$ cat src/design/ssrm_pkg.sv
// Purpose: Constants, register map and helper functions of the serial slave register map.
// Assumes: One clock at 250 MHz; holding registers are addressed by their register number.
// Notes:   Wire address 0 corresponds to register number REG_NUM_BASE.
package ssrm_pkg;

  // ==========================================================================
  // Clock, line timing and framing
  // ==========================================================================
  localparam int          CLK_HZ         = 250_000_000;
  localparam int          CHAR_BITS      = 11;
  localparam int          GAP_HALF_CHARS = 7;
  // Silence ending a frame: 3.5 characters, rounded up to whole bit times.
  localparam int          GAP_BITS       = (GAP_HALF_CHARS * CHAR_BITS + 1) / 2;
  localparam logic [3:0]  RX_BITS        = 4'h9;
  localparam logic        MODE_AUTO      = 1'b0;
  localparam logic        MODE_FIXED     = 1'b1;
  localparam logic [1:0]  PAR_NONE       = 2'h0;
  localparam logic [1:0]  PAR_EVEN       = 2'h1;
  localparam logic [1:0]  PAR_ODD        = 2'h2;
  localparam logic [7:0]  DEFAULT_SLAVE  = 8'h01;
  localparam logic [15:0] CRC_INIT       = 16'hFFFF;
  localparam logic [15:0] CRC_POLY       = 16'hA001;

  // ==========================================================================
  // Function codes, exceptions and command fault codes
  // ==========================================================================
  localparam logic [7:0]  FC_READ        = 8'h03;
  localparam logic [7:0]  FC_WRITE_ONE   = 8'h05;
  localparam logic [7:0]  FC_WRITE_MANY  = 8'h10;
  localparam logic [7:0]  EXC_FLAG       = 8'h80;
  localparam logic [7:0]  EXC_FUNC       = 8'h01;
  localparam logic [7:0]  EXC_ADDR       = 8'h02;
  localparam logic [7:0]  EXC_VALUE      = 8'h03;
  localparam logic [15:0] FAULT_NONE     = 16'h0000;
  localparam logic [15:0] FAULT_COUNT    = 16'h0064;
  localparam logic [15:0] FAULT_READONLY = 16'h0065;
  localparam logic [15:0] FAULT_LENGTH   = 16'h0066;

  // Byte positions inside a request, and fixed lengths; request lengths include the check word, reply lengths do not.
  localparam int          B_ADDR         = 0;
  localparam int          B_FC           = 1;
  localparam int          B_START        = 2;
  localparam int          B_COUNT        = 4;
  localparam int          B_BYTES        = 6;
  localparam int          B_DATA_MANY    = 7;
  localparam logic [7:0]  REQ_LEN        = 8'h08;
  localparam logic [7:0]  MANY_HDR_LEN   = 8'h09;
  localparam logic [7:0]  EXC_LEN        = 8'h03;
  localparam logic [7:0]  ECHO_LEN       = 8'h06;
  localparam logic [7:0]  READ_HDR_LEN   = 8'h03;

  // ==========================================================================
  // Register map
  // ==========================================================================
  localparam int          NUM_VALUES     = 23;
  localparam logic [15:0] REG_NUM_BASE   = 16'h9C41;
  localparam logic [15:0] FLT_AREA_BASE  = 16'h9D08;
  localparam logic [15:0] SWP_AREA_BASE  = 16'hB090;
  localparam logic [1:0]  TRIPLE_LAST    = 2'h2;
  localparam int          WORD_W         = 16;
  localparam logic [4:0]  IDX_CMD_FAULT  = 5'h04;
  localparam logic [4:0]  IDX_CMD        = 5'h0F;
  localparam logic [4:0]  IDX_NO_EFFECT  = 5'h12;
  // Integer area register numbers, value index 0 at the right.
  localparam logic [NUM_VALUES-1:0][15:0] INT_OFS = {
    16'h9C6F, 16'h9C6E, 16'h9C6D, 16'h9C6C, 16'h9C6B, 16'h9C62, 16'h9C5F, 16'h9C5E,
    16'h9C5B, 16'h9C58, 16'h9C55, 16'h9C52, 16'h9C4F, 16'h9C4C, 16'h9C4B, 16'h9C4A,
    16'h9C49, 16'h9C48, 16'h9C47, 16'h9C44, 16'h9C43, 16'h9C42, 16'h9C41};
  // Values that take three registers in the integer area.
  localparam logic [NUM_VALUES-1:0]       TRIPLE  = 23'h037E08;

  typedef enum logic [1:0] {AREA_INT, AREA_FLT, AREA_SWP} ssrm_area_e;

  typedef struct packed {
    logic       hit;
    logic [4:0] idx;
    logic [1:0] part;
    ssrm_area_e area;
    logic       last;
  } ssrm_hit_s;

  // Float slot of each value; the float areas leave gaps after the serial number.
  function automatic logic [14:0] ssrm_slot(input int i);
    int s;
    s = (i < 3) ? i : (i < 18) ? i + 1 : i + 3;
    return 15'(s);
  endfunction

  function automatic ssrm_hit_s ssrm_decode(input logic [15:0] num);
    ssrm_hit_s   r;
    logic [15:0] off;
    logic [15:0] fo;
    logic [15:0] so;
    r  = '0;
    fo = num - FLT_AREA_BASE;
    so = num - SWP_AREA_BASE;
    for (int i = 0; i < NUM_VALUES; i++) begin
      off = num - INT_OFS[i];
      if (off == 16'h0000 || (TRIPLE[i] && off <= {14'h0, TRIPLE_LAST})) begin
        r = '{1'b1, 5'(i), off[1:0], AREA_INT, (off[1:0] == (TRIPLE[i] ? TRIPLE_LAST : 2'h0))};
      end
      if (fo[15:1] == ssrm_slot(i)) begin
        r = '{1'b1, 5'(i), {1'b0, fo[0]}, AREA_FLT, fo[0]};
      end
      if (so[15:1] == ssrm_slot(i)) begin
        r = '{1'b1, 5'(i), {1'b0, so[0]}, AREA_SWP, so[0]};
      end
    end
    return r;
  endfunction

  function automatic logic [15:0] ssrm_crc(input logic [15:0] c, input logic [7:0] b);
    logic [15:0] r;
    r = c ^ {8'h00, b};
    for (int k = 0; k < 8; k++) begin
      r = r[0] ? ((r >> 1) ^ CRC_POLY) : (r >> 1);
    end
    return r;
  endfunction

endpackage

$ cat src/design/ssrm_slave.sv
// Purpose: Serial slave answering a polling master from the holding register map.
// Assumes: Configuration inputs come from logic on mclk_i; line pins are asynchronous.
// Notes:   One protocol engine serves the port chosen by the configuration inputs.
// Functional notes
// - First port offers RS-232 or RS-485, only one active at a time.
// - Second port works over RS-485 only.
// - Shared line: one driver at a time, half duplex turn taking.
// - Master starts every exchange; device only replies to commands addressed to it.
// - Only binary RTU framing is accepted; ASCII framing is not supported.
// - Commands that cannot be performed get an exception reply; only exception 03 also stores a fault record.
// - Slave address defaults to 1; devices sharing a line need distinct addresses.
// - Automatic mode detects the line baud rate from incoming traffic.
// - Fixed mode uses the configured baud rate and data format.
// - Read with function 03; write with 05 single or 16 multiple.
// - Several adjacent registers may be read in one command.
// - Each value appears in integer, float and word-swapped float areas.
// - Reading the command register always returns zero.
// - Writes to external I/O and level status registers succeed but change nothing.
// - Device kind code is readable at both float area addresses.
// - With expansion units attached, the second port is not for the master.
// - Exception 03 stores a specific fault code; zero means no error.
`default_nettype none
`timescale 1ns/100ps

module ssrm_slave #(
  parameter int DIV_W        = 18,
  parameter int DEFAULT_BAUD = 9600,
  parameter int MAX_REGS     = 32,
  parameter int MIN_PULSE    = 16
) (
  input  wire logic             mclk_i,
  input  wire logic             rst_i,
  input  wire logic             port_protocol_select_i,
  input  wire logic [1:0]       parity_mode_i,
  input  wire logic [DIV_W-1:0] baud_div_i,
  input  wire logic [7:0]       slave_addr_i,
  input  wire logic             com1_rs485_i,
  input  wire logic             master_on_com2_i,
  input  wire logic             expansion_link_i,
  input  wire logic             rs232_rxd_i,
  output logic                  rs232_txd_o,
  input  wire logic             com1_485_rxd_i,
  output logic                  com1_485_txd_o,
  output logic                  com1_485_oe_o,
  input  wire logic             com2_485_rxd_i,
  output logic                  com2_485_txd_o,
  output logic                  com2_485_oe_o,
  output logic [4:0]            val_idx_o,
  input  wire logic [47:0]      val_int_i,
  input  wire logic [31:0]      val_flt_i,
  output logic                  wr_o,
  output logic [4:0]            wr_idx_o,
  output ssrm_pkg::ssrm_area_e  wr_area_o,
  output logic [47:0]           wr_data_o
);
  import ssrm_pkg::*;

  // ==========================================================================
  // State
  // ==========================================================================
  localparam int BUF_LEN = 2 * MAX_REGS + 9;
  localparam int GAP_W   = DIV_W + 6;
  localparam logic [DIV_W-1:0] DEF_DIV = DIV_W'(CLK_HZ / DEFAULT_BAUD);

  typedef enum logic [2:0] {ST_RX, ST_CHECK, ST_FETCH, ST_LOAD, ST_WRITE, ST_TX} ssrm_main_e;

  typedef struct packed {
    ssrm_main_e                st;
    logic [2:0]                sync1;
    logic [2:0]                sync2;
    logic                      rx_prev;
    logic                      rx_busy;
    logic [DIV_W-1:0]          rx_cnt;
    logic [3:0]                rx_bit;
    logic [8:0]                rx_sh;
    logic [GAP_W-1:0]          quiet;
    logic [DIV_W-1:0]          low_cnt;
    logic [DIV_W-1:0]          frame_min;
    logic [DIV_W-1:0]          auto_div;
    logic [BUF_LEN-1:0][7:0]   buff;
    logic [7:0]                len;
    logic                      bad;
    logic [15:0]               crc;
    logic [DIV_W-1:0]          tx_cnt;
    logic [3:0]                tx_bit;
    logic [10:0]               tx_sh;
    logic [7:0]                tx_pos;
    logic [15:0]               tx_crc;
    logic [7:0]                fc;
    logic [15:0]               start;
    logic [15:0]               count;
    logic [15:0]               j;
    logic [15:0]               fault;
    logic [4:0]                val_idx;
    logic [47:0]               stage;
    logic                      wr;
    logic [4:0]                wr_idx;
    ssrm_area_e                wr_area;
    logic [47:0]               wr_data;
  } ssrm_state_s;

  ssrm_state_s      q;
  ssrm_state_s      n;
  logic             use2;
  logic             rxd;
  logic             driving;
  logic [DIV_W-1:0] div;
  logic [GAP_W-1:0] gap_lim;
  logic [7:0]       my_addr;

  assign use2    = master_on_com2_i && !expansion_link_i;
  assign my_addr = (slave_addr_i == 8'h00) ? DEFAULT_SLAVE : slave_addr_i;
  assign div     = (port_protocol_select_i == MODE_FIXED) ? baud_div_i
                                                          : q.auto_div;
  assign gap_lim = GAP_W'(div) * GAP_W'(GAP_BITS);
  assign driving = (q.st == ST_TX);

  // ==========================================================================
  // Next state
  // ==========================================================================
  always_comb begin
    logic        pin;
    logic [8:0]  sh;
    logic        par_ok;
    logic [7:0]  exc;
    logic [15:0] exc_fault;
    logic        go_tx;
    ssrm_hit_s   h;
    logic [15:0] w;
    logic [7:0]  b;
    logic [7:0]  pos;
    int          wpos;
    pin       = 1'b1;
    sh        = '0;
    par_ok    = 1'b0;
    exc       = 8'h00;
    exc_fault = FAULT_NONE;
    go_tx     = 1'b0;
    w         = '0;
    b         = '0;
    wpos      = 0;
    pos       = 8'(q.j << 1);
    h         = ssrm_decode(REG_NUM_BASE + q.start + q.j);
    n         = q;
    n.wr      = 1'b0;
    n.sync1   = {com2_485_rxd_i, com1_485_rxd_i, rs232_rxd_i};
    n.sync2   = q.sync1;
    // Com 2 has no RS-232 receiver; com 1 takes one of its two physical layers.
    pin = use2 ? q.sync2[2] : (com1_rs485_i ? q.sync2[1] : q.sync2[0]);
    // Our own transmission echoes back on a 2-wire line, so receive is blind meanwhile.
    rxd = driving ? 1'b1 : pin;
    n.rx_prev = rxd;

    // Shortest low pulse of the frame is one bit time; glitches are ignored.
    if (!rxd) begin
      if (q.low_cnt != '1) n.low_cnt = q.low_cnt + 1'b1;
    end else begin
      if (!q.rx_prev && q.low_cnt >= DIV_W'(MIN_PULSE) && q.low_cnt < q.frame_min) begin
        n.frame_min = q.low_cnt;
      end
      n.low_cnt = '0;
    end

    // Character receiver, sampling mid-bit.
    if (!q.rx_busy) begin
      if (!rxd && q.st == ST_RX) begin
        n.rx_busy = 1'b1;
        n.rx_cnt  = div >> 1;
        n.rx_bit  = '0;
      end
    end else if (q.rx_cnt != '0) begin
      n.rx_cnt = q.rx_cnt - 1'b1;
    end else begin
      n.rx_cnt = div - 1'b1;
      sh       = {rxd, q.rx_sh[8:1]};
      if (q.rx_bit == '0) begin
        if (rxd) n.rx_busy = 1'b0;
        n.rx_bit = 4'h1;
      end else begin
        n.rx_sh  = sh;
        n.rx_bit = q.rx_bit + 1'b1;
        if (q.rx_bit == RX_BITS) begin
          n.rx_busy = 1'b0;
          unique case (parity_mode_i)
            PAR_EVEN: par_ok = ~^sh;
            PAR_ODD:  par_ok = ^sh;
            default:  par_ok = sh[8];
          endcase
          if (!par_ok || q.len == 8'(BUF_LEN)) n.bad = 1'b1;
          else begin
            n.buff[q.len] = sh[7:0];
            n.len         = q.len + 1'b1;
            n.crc         = ssrm_crc(q.crc, sh[7:0]);
          end
        end
      end
    end
    if (q.rx_busy || !rxd) n.quiet = '0;
    else if (q.quiet != '1) n.quiet = q.quiet + 1'b1;

    unique case (q.st)
      ST_RX: begin
        if (q.len != 8'h00 && q.quiet >= gap_lim) begin
          n.len       = '0;
          n.bad       = 1'b0;
          n.crc       = CRC_INIT;
          n.frame_min = '1;
          n.j         = '0;
          n.fc        = q.buff[B_FC];
          n.start     = {q.buff[B_START], q.buff[B_START+1]};
          n.count     = {q.buff[B_COUNT], q.buff[B_COUNT+1]};
          // A failed check word means a foreign framing or a wrong rate: relearn.
          if (q.bad || q.crc != 16'h0000) begin
            if (port_protocol_select_i == MODE_AUTO && q.frame_min != '1) begin
              n.auto_div = q.frame_min;
            end
          end else if (q.buff[B_ADDR] == my_addr) begin
            unique case (q.buff[B_FC])
              FC_READ, FC_WRITE_ONE: begin
                if (q.len != REQ_LEN) begin
                  exc       = EXC_VALUE;
                  exc_fault = FAULT_LENGTH;
                end else if (q.buff[B_FC] == FC_WRITE_ONE) begin
                  n.count = 16'h0001;
                  n.st    = ST_CHECK;
                end else if (n.count == '0 || n.count > 16'(MAX_REGS)) begin
                  exc       = EXC_VALUE;
                  exc_fault = FAULT_COUNT;
                end else n.st = ST_CHECK;
              end
              FC_WRITE_MANY: begin
                if (n.count == '0 || n.count > 16'(MAX_REGS)) begin
                  exc       = EXC_VALUE;
                  exc_fault = FAULT_COUNT;
                end else if (q.buff[B_BYTES] != 8'(n.count << 1)
                             || q.len != MANY_HDR_LEN + 8'(n.count << 1)) begin
                  exc       = EXC_VALUE;
                  exc_fault = FAULT_LENGTH;
                end else n.st = ST_CHECK;
              end
              default: exc = EXC_FUNC;
            endcase
          end
        end
      end
      ST_CHECK: begin
        // Every register of the range is checked before anything is read or written.
        if (!h.hit) exc = EXC_ADDR;
        else if (q.fc != FC_READ && h.idx < IDX_CMD) begin
          exc       = EXC_VALUE;
          exc_fault = FAULT_READONLY;
        end else if (q.j == q.count - 1'b1) begin
          n.j  = '0;
          n.st = (q.fc == FC_READ) ? ST_FETCH : ST_WRITE;
        end else n.j = q.j + 1'b1;
      end
      ST_FETCH: begin
        n.val_idx = h.idx;
        n.st      = ST_LOAD;
      end
      ST_LOAD: begin
        unique case (h.area)
          AREA_FLT: w = h.part[0] ? val_flt_i[15:0] : val_flt_i[31:16];
          AREA_SWP: w = h.part[0] ? val_flt_i[31:16] : val_flt_i[15:0];
          default: begin
            wpos = TRIPLE[h.idx] ? int'(TRIPLE_LAST - h.part) * WORD_W : 0;
            w    = val_int_i[wpos +: WORD_W];
          end
        endcase
        if (h.idx == IDX_CMD_FAULT) w = (h.area == AREA_INT || h.part[0]) ? q.fault : '0;
        if (h.idx == IDX_CMD) w = '0;
        n.buff[READ_HDR_LEN + pos]      = w[15:8];
        n.buff[READ_HDR_LEN + pos + 1'b1] = w[7:0];
        if (q.j == q.count - 1'b1) begin
          n.buff[B_COUNT-2] = 8'(q.count << 1);
          n.len             = READ_HDR_LEN + 8'(q.count << 1);
          go_tx             = 1'b1;
        end else begin
          n.j  = q.j + 1'b1;
          n.st = ST_FETCH;
        end
      end
      ST_WRITE: begin
        w = (q.fc == FC_WRITE_ONE) ? {q.buff[B_COUNT], q.buff[B_COUNT+1]}
                                   : {q.buff[B_DATA_MANY + pos], q.buff[B_DATA_MANY + pos + 1'b1]};
        unique case (h.area)
          AREA_FLT: wpos = h.part[0] ? 0 : WORD_W;
          AREA_SWP: wpos = h.part[0] ? WORD_W : 0;
          default:  wpos = TRIPLE[h.idx] ? int'(TRIPLE_LAST - h.part) * WORD_W : 0;
        endcase
        if (h.area == AREA_INT && !TRIPLE[h.idx]) n.stage = '0;
        n.stage[wpos +: WORD_W] = w;
        // Only a value written up to its last register is handed on.
        if (h.last && h.idx < IDX_NO_EFFECT) begin
          n.wr      = 1'b1;
          n.wr_idx  = h.idx;
          n.wr_area = h.area;
          n.wr_data = n.stage;
        end
        if (q.j == q.count - 1'b1) begin
          n.fault = FAULT_NONE;
          n.len   = ECHO_LEN;
          go_tx   = 1'b1;
        end else n.j = q.j + 1'b1;
      end
      ST_TX: begin
        if (q.tx_cnt != '0) n.tx_cnt = q.tx_cnt - 1'b1;
        else begin
          n.tx_cnt = div - 1'b1;
          if (q.tx_bit == 4'(CHAR_BITS) && q.tx_pos == q.len + 8'h02) begin
            n.st  = ST_RX;
            n.len = '0;
          end else if (q.tx_bit == '0 || q.tx_bit == 4'(CHAR_BITS)) begin
            if (q.tx_pos < q.len) begin
              b        = q.buff[q.tx_pos];
              n.tx_crc = ssrm_crc(q.tx_crc, b);
            end else b = (q.tx_pos == q.len) ? q.tx_crc[7:0] : q.tx_crc[15:8];
            unique case (parity_mode_i)
              PAR_EVEN: n.tx_sh = {1'b1, ^b, b, 1'b0};
              PAR_ODD:  n.tx_sh = {1'b1, ~^b, b, 1'b0};
              default:  n.tx_sh = {2'b11, b, 1'b0};
            endcase
            n.tx_pos = q.tx_pos + 1'b1;
            n.tx_bit = 4'h1;
          end else begin
            n.tx_sh  = {1'b1, q.tx_sh[10:1]};
            n.tx_bit = q.tx_bit + 1'b1;
          end
        end
      end
      default: n.st = ST_RX;
    endcase

    if (exc != 8'h00) begin
      n.buff[B_FC]     = q.buff[B_FC] | EXC_FLAG;
      n.buff[B_FC + 1] = exc;
      n.len            = EXC_LEN;
      go_tx            = 1'b1;
      if (exc == EXC_VALUE) n.fault = exc_fault;
    end
    if (go_tx) begin
      n.st     = ST_TX;
      n.tx_pos = '0;
      n.tx_bit = '0;
      n.tx_cnt = '0;
      n.tx_crc = CRC_INIT;
    end
  end

  // ==========================================================================
  // Registers
  // ==========================================================================
  always_ff @(posedge mclk_i or posedge rst_i) begin
    if (rst_i) begin
      q           <= '0;
      q.sync1     <= '1;
      q.sync2     <= '1;
      q.rx_prev   <= 1'b1;
      q.frame_min <= '1;
      q.auto_div  <= DEF_DIV;
      q.crc       <= CRC_INIT;
      q.tx_sh     <= '1;
      q.tx_crc    <= CRC_INIT;
    end else begin
      q <= n;
    end
  end

  // ==========================================================================
  // Outputs
  // ==========================================================================
  // Idle line is high; only the active port's driver is ever enabled.
  assign rs232_txd_o    = (!use2 && !com1_rs485_i) ? q.tx_sh[0] : 1'b1;
  assign com1_485_txd_o = (!use2 && com1_rs485_i) ? q.tx_sh[0] : 1'b1;
  assign com1_485_oe_o  = driving && !use2 && com1_rs485_i;
  assign com2_485_txd_o = use2 ? q.tx_sh[0] : 1'b1;
  assign com2_485_oe_o  = driving && use2;
  assign val_idx_o      = q.val_idx;
  assign wr_o           = q.wr;
  assign wr_idx_o       = q.wr_idx;
  assign wr_area_o      = q.wr_area;
  assign wr_data_o      = q.wr_data;

endmodule
`default_nettype wire

$ cat config.mk
export PLATFORM = sky130hd
export DESIGN_NAME = ssrm_slave
export DESIGN_NICKNAME = d
export VERILOG_FILES = /design/src/design/ssrm_pkg.sv /design/src/design/ssrm_slave.sv
export SDC_FILE = /design/constraint.sdc
export NUM_CORES = 2
export LEC_CHECK = 0
export BUFFER_PORTS_ARGS = -buffer_cell sky130_fd_sc_hd__buf_2
export CAP_MARGIN = 20
export CORE_MARGIN = 1.5
export CORE_UTILIZATION = 50
export DETAILED_ROUTE_END_ITERATION = 7
export PLACE_DENSITY_LB_ADDON = 0.25
export SYNTH_ARGS = -nofsm -noshare
export SYNTH_HDL_FRONTEND = slang
export SYNTH_SLANG_ARGS = --single-unit
$ cat constraint.sdc
create_clock -name mclk_i -period 90.8 [get_ports mclk_i]
set_input_delay 9.08 -clock mclk_i [delete_from_list [all_inputs] [get_ports mclk_i]]
set_output_delay 9.08 -clock mclk_i [all_outputs]
set_load 0.1 [all_outputs]
== Yosys cells after proc, flatten, opt, wreduce, memory -nomap -nowiden ==
Memories as Yosys holds them, arrays and structs flattened.
Cells that the tools add are included.
Storage, ports and cells
  input port bits: 117
  memories kept: 1
  ROM bits: 32
  register bits after elaboration: 967
  logic and storage cells: 673
Operators by class
  shift operators: 3
  $add $sub $neg: 47
  equal/unequal tests: 106
  mux-type cells: 246
  reductions and logical operators: 115
  multiply operators: 1
  magnitude comparators: 26
  bitwise logic cells: 23
Memory list
  (name not given): words 32, width 1, read ports 1, clocked after Yosys merged registers in 0, wr ports 0, RTL line ssrm_slave.sv:291  | if (h.area == AREA_INT && !TRIPLE[h.idx]) n.stage = '0;
Operator list (number)
  $mux W609: 4
  $bwmux W584: 3
  $mux W11: 69
  $mux W16: 44
  $mux W592: 1
  $mux W584: 1
  $sub A16 B16 Y16 const B: 25
  $logic_not A16 Y1: 24
  $eq A15 B4 Y1 const B: 16
  $eq A15 B5 Y1 const B: 16
  $mux W8: 22
  $bmux W8 S7: 3
  $demux W8 S7: 3
  $mux W18: 9
  $le A16 B2 Y1 const B: 9
  $eq A15 B3 Y1 const B: 8
  $mux W56: 2
  $mux W24: 4
  $mux W48: 2
  $pmux W16 S2: 3
  $mux W39: 2
  $mux W36: 2
  $mux W32: 2
  $pmux W32 S2: 1
  109 further kinds: 292

== Depth between registers and ports, before layout ==
  word-level depth: 86
  gate-level depth with buffers: 51
  gate-level depth less buffers: 43

== Worst setup path after synthesis ==
OpenSTA, ideal clock, no wires.
  path kind: input port to output port
  from: in expansion_link_i
  to: out com2_485_oe_o
  arrival: 10538 ps
  stages on the path: 2
  path buffers: 0
  setup slack: 71182 ps
  cell sequence: nand2b_1 nor2_1
Between the ends
  cells in the longest elaborated chain, start to end: 3
RTL lines
  start: declaration: RTL line ssrm_slave.sv:39  | input wire logic expansion_link_i,
  $logic_not A1 Y1: RTL line ssrm_slave.sv:111  | assign use2 = master_on_com2_i && !expansion_link_i;
  $logic_and A1 B1 Y1: RTL line ssrm_slave.sv:111
  $logic_and A1 B1 Y1: RTL line ssrm_slave.sv:377  | assign com2_485_oe_o = driving && use2;
  end: declaration: RTL line ssrm_slave.sv:47  | output logic com2_485_oe_o,
Every way passes these cells.

== Final worst setup path ==
  from: in expansion_link_i
  to: out rs232_txd_o
Between the ends
  cells in the longest elaborated chain, start to end: 5
RTL lines
  $logic_not A1 Y1: RTL line ssrm_slave.sv:111
  $logic_and A1 B1 Y1: RTL line ssrm_slave.sv:111
  $logic_not A1 Y1: RTL line ssrm_slave.sv:373  | assign rs232_txd_o = (!use2 && !com1_rs485_i) ? q.tx_sh[0] : 1'b1;
  $logic_and A1 B1 Y1: RTL line ssrm_slave.sv:373
  $mux W1: RTL line ssrm_slave.sv:373
  end: declaration: RTL line ssrm_slave.sv:41  | output logic rs232_txd_o,
Every way passes these cells.

==> results.md <==
* Global route overflow at 0
* Most common cell after layout, fill and taps aside: dfrtp_1
* Worst hold path class: flop to flop
* Worst r2r src: q[125]$_DFFE_PP0P_
* Final Setup Violations at 0
* Share of cells above drive strength 1 at between 20% and 30%
* Hold buffers post-CTS at 0
* Synth top area share at 30.5%
* Fmax achieved at 52.1 MHz
* Peak supply drop at 18.7 µV
* Post-CTS Resized at 0
* Power Density at 12.0 nW/µm²
* Initial antenna violation count at 15
* WL per Instance at 29.3 µm
* Min cycle time layout at 19.18 ns
* Die H at about 380 µm
* Yosys cell types at 126
* Min-delay src: n[959]$_DFF_PP1_
* First drt pass iteration count at 6
* PortBufs at 182
* Main flop type after synthesis: dfrtp_1
* NumNets Final at just under 8,000
* Area grow syn2layout at 7.89%
* Final GP Congestion at 1.05
* Syn. warnings at 0
* Critical-path maximum fanout at 7
* Row Count at 139
* Clock power share at 48.5%
* Skew-Pair Late Insertion Delay at between 0.7 and 0.8 ns
* Worst Max-Slew Pin Slew at 1.28 ns
* Largest net degree at the start of global routing at 175
* Async set-or-reset flop fraction in the synthesized netlist at 100%
* Clock buffer depth at 3
* Core area at approximately 140,000 µm²
* Slew margin rel. at approximately 14%
* WHS Endpoint: q[959]$_DFF_PP1_
* Syn Area/Cell at 9.48 µm²
* Final setup TNS at 0 ns
* Die area at 148,000 µm²
* CP arrival at roughly 10 ns
* Status: finished clean
* Leakage at 34.1 nW
* Part of the cycle the worst path needs at 21.1%
* Setup bufs post-CTS at 0
* Post-synth EDFFs at 0
* Via density at 6.91
* RSZ-0062 raised after global routing: false
* Final hold violations at 0
* Post-route ant nets at 0
* Initial DRC Count at around 9,300
* Seq/Total Area, Yosys at roughly 33%
* Critical R2R Capture: q[84]$_DFFE_PP0P_
* Max-Cap Viols at 0
* Final WL at 279 mm
* Worst Path Required at 81.72 ns
* Global-route wire length before repair at 410 mm
* TritonCTS clock tree: yes
* CTS H-tree lvls at 3
* DRC at 0
* Reg clk slew, reported paths at 0.06 ns
* Initial Util at 50.6%
* Global-route usage over all layers at 36.9%
* Number of global-route vias before repair at 60,851
* Fin Clk Skew at just over 0.04 ns
* Area contributors post-synth: dfrtp_1, mux4_2, mux2_2
* Hold path depth at 0
* Mapped Nets at 8,046
* R2R Setup Slk at 76.91 ns
* R2R cell count at 41
* CTS buffer count at 106
* Vias at around 66,000
* Switching pwr at 0.234 mW
* Crit. End Element: primary output
* Switching share of power at 24.8%
* Die X-Extent at between 300 and 400 µm
* Share of power burned in registers at 45.8%
* CP startpoint kind: primary input
* DP HPWL at 190 mm
* Cell Area, Synth at approximately 73,000 µm²
* Post-Syn Instances at 7,691
* CTS Sinks at 965
* Most frequent cells in the layout: dfrtp_1, nand2_1, nor2_1
* Total power at 0.944 mW
* Flop and latch count out of synthesis at between 900 and 1,000
* Clock root cell: clkbuf_16
* Internal power at 0.710 mW
* Final max-slew violation count at 0
* Synth area leader: dfrtp_1
* Setup Crit Path Kind: primary input to primary output
* Combinational Power Share at between 5 and 6%
* # IOs at 183
==> cell families after synthesis <==
group           synth area share [%]
simple gates                    14.9
compound gates                  16.2
mux                             22.5
flops                           33.3
buf+inv                         5.00
xor+xnor                        3.75
fa+ha+maj                       4.41
==> per-layer routing <==
| layer | GRT usage (%) | vias up | share of wire (%) |
|---|---|---|---|
| li1 | - | 27891 | - |
| met1 | 49.4 | 32031 | 38 |
| met2 | 53.2 | 4693 | 42 |
| met3 | 11.6 | 979 | 13 |
| met4 | 19.9 | 8 | 6.5 |
| met5 | 0 | - | 0.018 |
==> critical path: stages <==
cell and delay (ns):
buf_2 0.07, nand2b_1 0.19, or3b_2 0.46, buf_2 0.30
==> how the worst max path moves through the flow <==
| stage | slack, ns | cells past startpoint | end | from |
|---|---|---|---|---|
| floorplan | 54.70 | 1 | q[100]$_DFFE_PP0P_ | rst_i |
| global placement | 71.64 | 4 | rs232_txd_o | expansion_link_i |
| detailed placement | 71.62 | 4 | rs232_txd_o | expansion_link_i |
| CTS | 71.62 | 4 | rs232_txd_o | expansion_link_i |
| global route | 71.57 | 4 | rs232_txd_o | expansion_link_i |
| finish | 71.62 | 4 | rs232_txd_o | expansion_link_i |
==> sequential cells by signal, indices dropped and copies added (netlist names) <==
register   count
q            901
wr_o           1
val_idx_o      5
wr_area_o      2
wr_idx_o       5
n              3
wr_data_o     48
==> power by group through the flow <==
| stage | clock, mW | sequential (mW) | combinational, mW |
|---|---|---|---|
| global placement | 0 | 0.440 | 0.0525 |
| detailed placement | 0 | 0.440 | 0.0531 |
| CTS | 0.462 | 0.432 | 0.0535 |
| finish | 0.459 | 0.432 | 0.0538 |
| global route | 0.479 | 0.432 | 0.0608 |
| floorplan | 0 | 0.440 | 0.0357 |
==> synth_stat cells, types with 21 or more instances <==
| cell type | instances |
|---|---|
| nand4_1 | 74 |
| and2_1 | 58 |
| ha_1 | 206 |
| mux4_2 | 352 |
| nor3_1 | 143 |
| dfstp_2 | 76 |
| buf_2 | 94 |
| buf_4 | 88 |
| buf_1 | 65 |
| nor4_1 | 62 |
| mux2i_1 | 191 |
| o21ai_1 | 43 |
| nand3_1 | 228 |
| a22oi_1 | 26 |
| o31ai_1 | 31 |
| a211oi_1 | 111 |
| a21o_1 | 51 |
| xnor2_1 | 211 |
| o22ai_1 | 51 |
| nor2b_1 | 33 |
| clkbuf_1 | 399 |
| nor2_1 | 624 |
| fa_1 | 32 |
| nand2b_1 | 44 |
| a31oi_1 | 42 |
| o21a_1 | 32 |
| o2111ai_1 | 21 |
| xor2_1 | 87 |
| o21ai_0 | 534 |
| or3_1 | 41 |
| mux2_2 | 580 |
| inv_1 | 168 |
| a21oi_1 | 584 |
| nand2_1 | 774 |
| o211ai_1 | 86 |
| dfrtp_1 | 889 |
| a22o_1 | 27 |
| and3_1 | 139 |
==> stage by stage <==
stage	std cells	cell area [µm²]	hold slack, ns	setup slack, ns	utilization, %
floorplan	7691	72900	0.345	54.70	-
global placement	9274	74800	0.346	71.64	51.8
detailed placement	9281	74800	0.347	71.62	51.9
CTS	9473	78500	0.357	71.62	54.4
global route	9492	78700	0.358	71.57	54.6
finish	9496	78700	0.355	71.62	54.6
==> final cells by class <==
| class | instances | area [µm²] |
|---|---|---|
| diodes | 6 | 15.0 |
| clock buffers | 149 | 3150 |
| clock inverters | 43 | 522 |
| fillers | 12695 | 65500 |
| inverters | 178 | 676 |
| multi-input cells | 5891 | 45300 |
| flip-flops and latches | 965 | 24300 |
| well taps | 1903 | 2380 |
| repair buffers | 361 | 2370 |
Power figures use the tool's default switching activity.
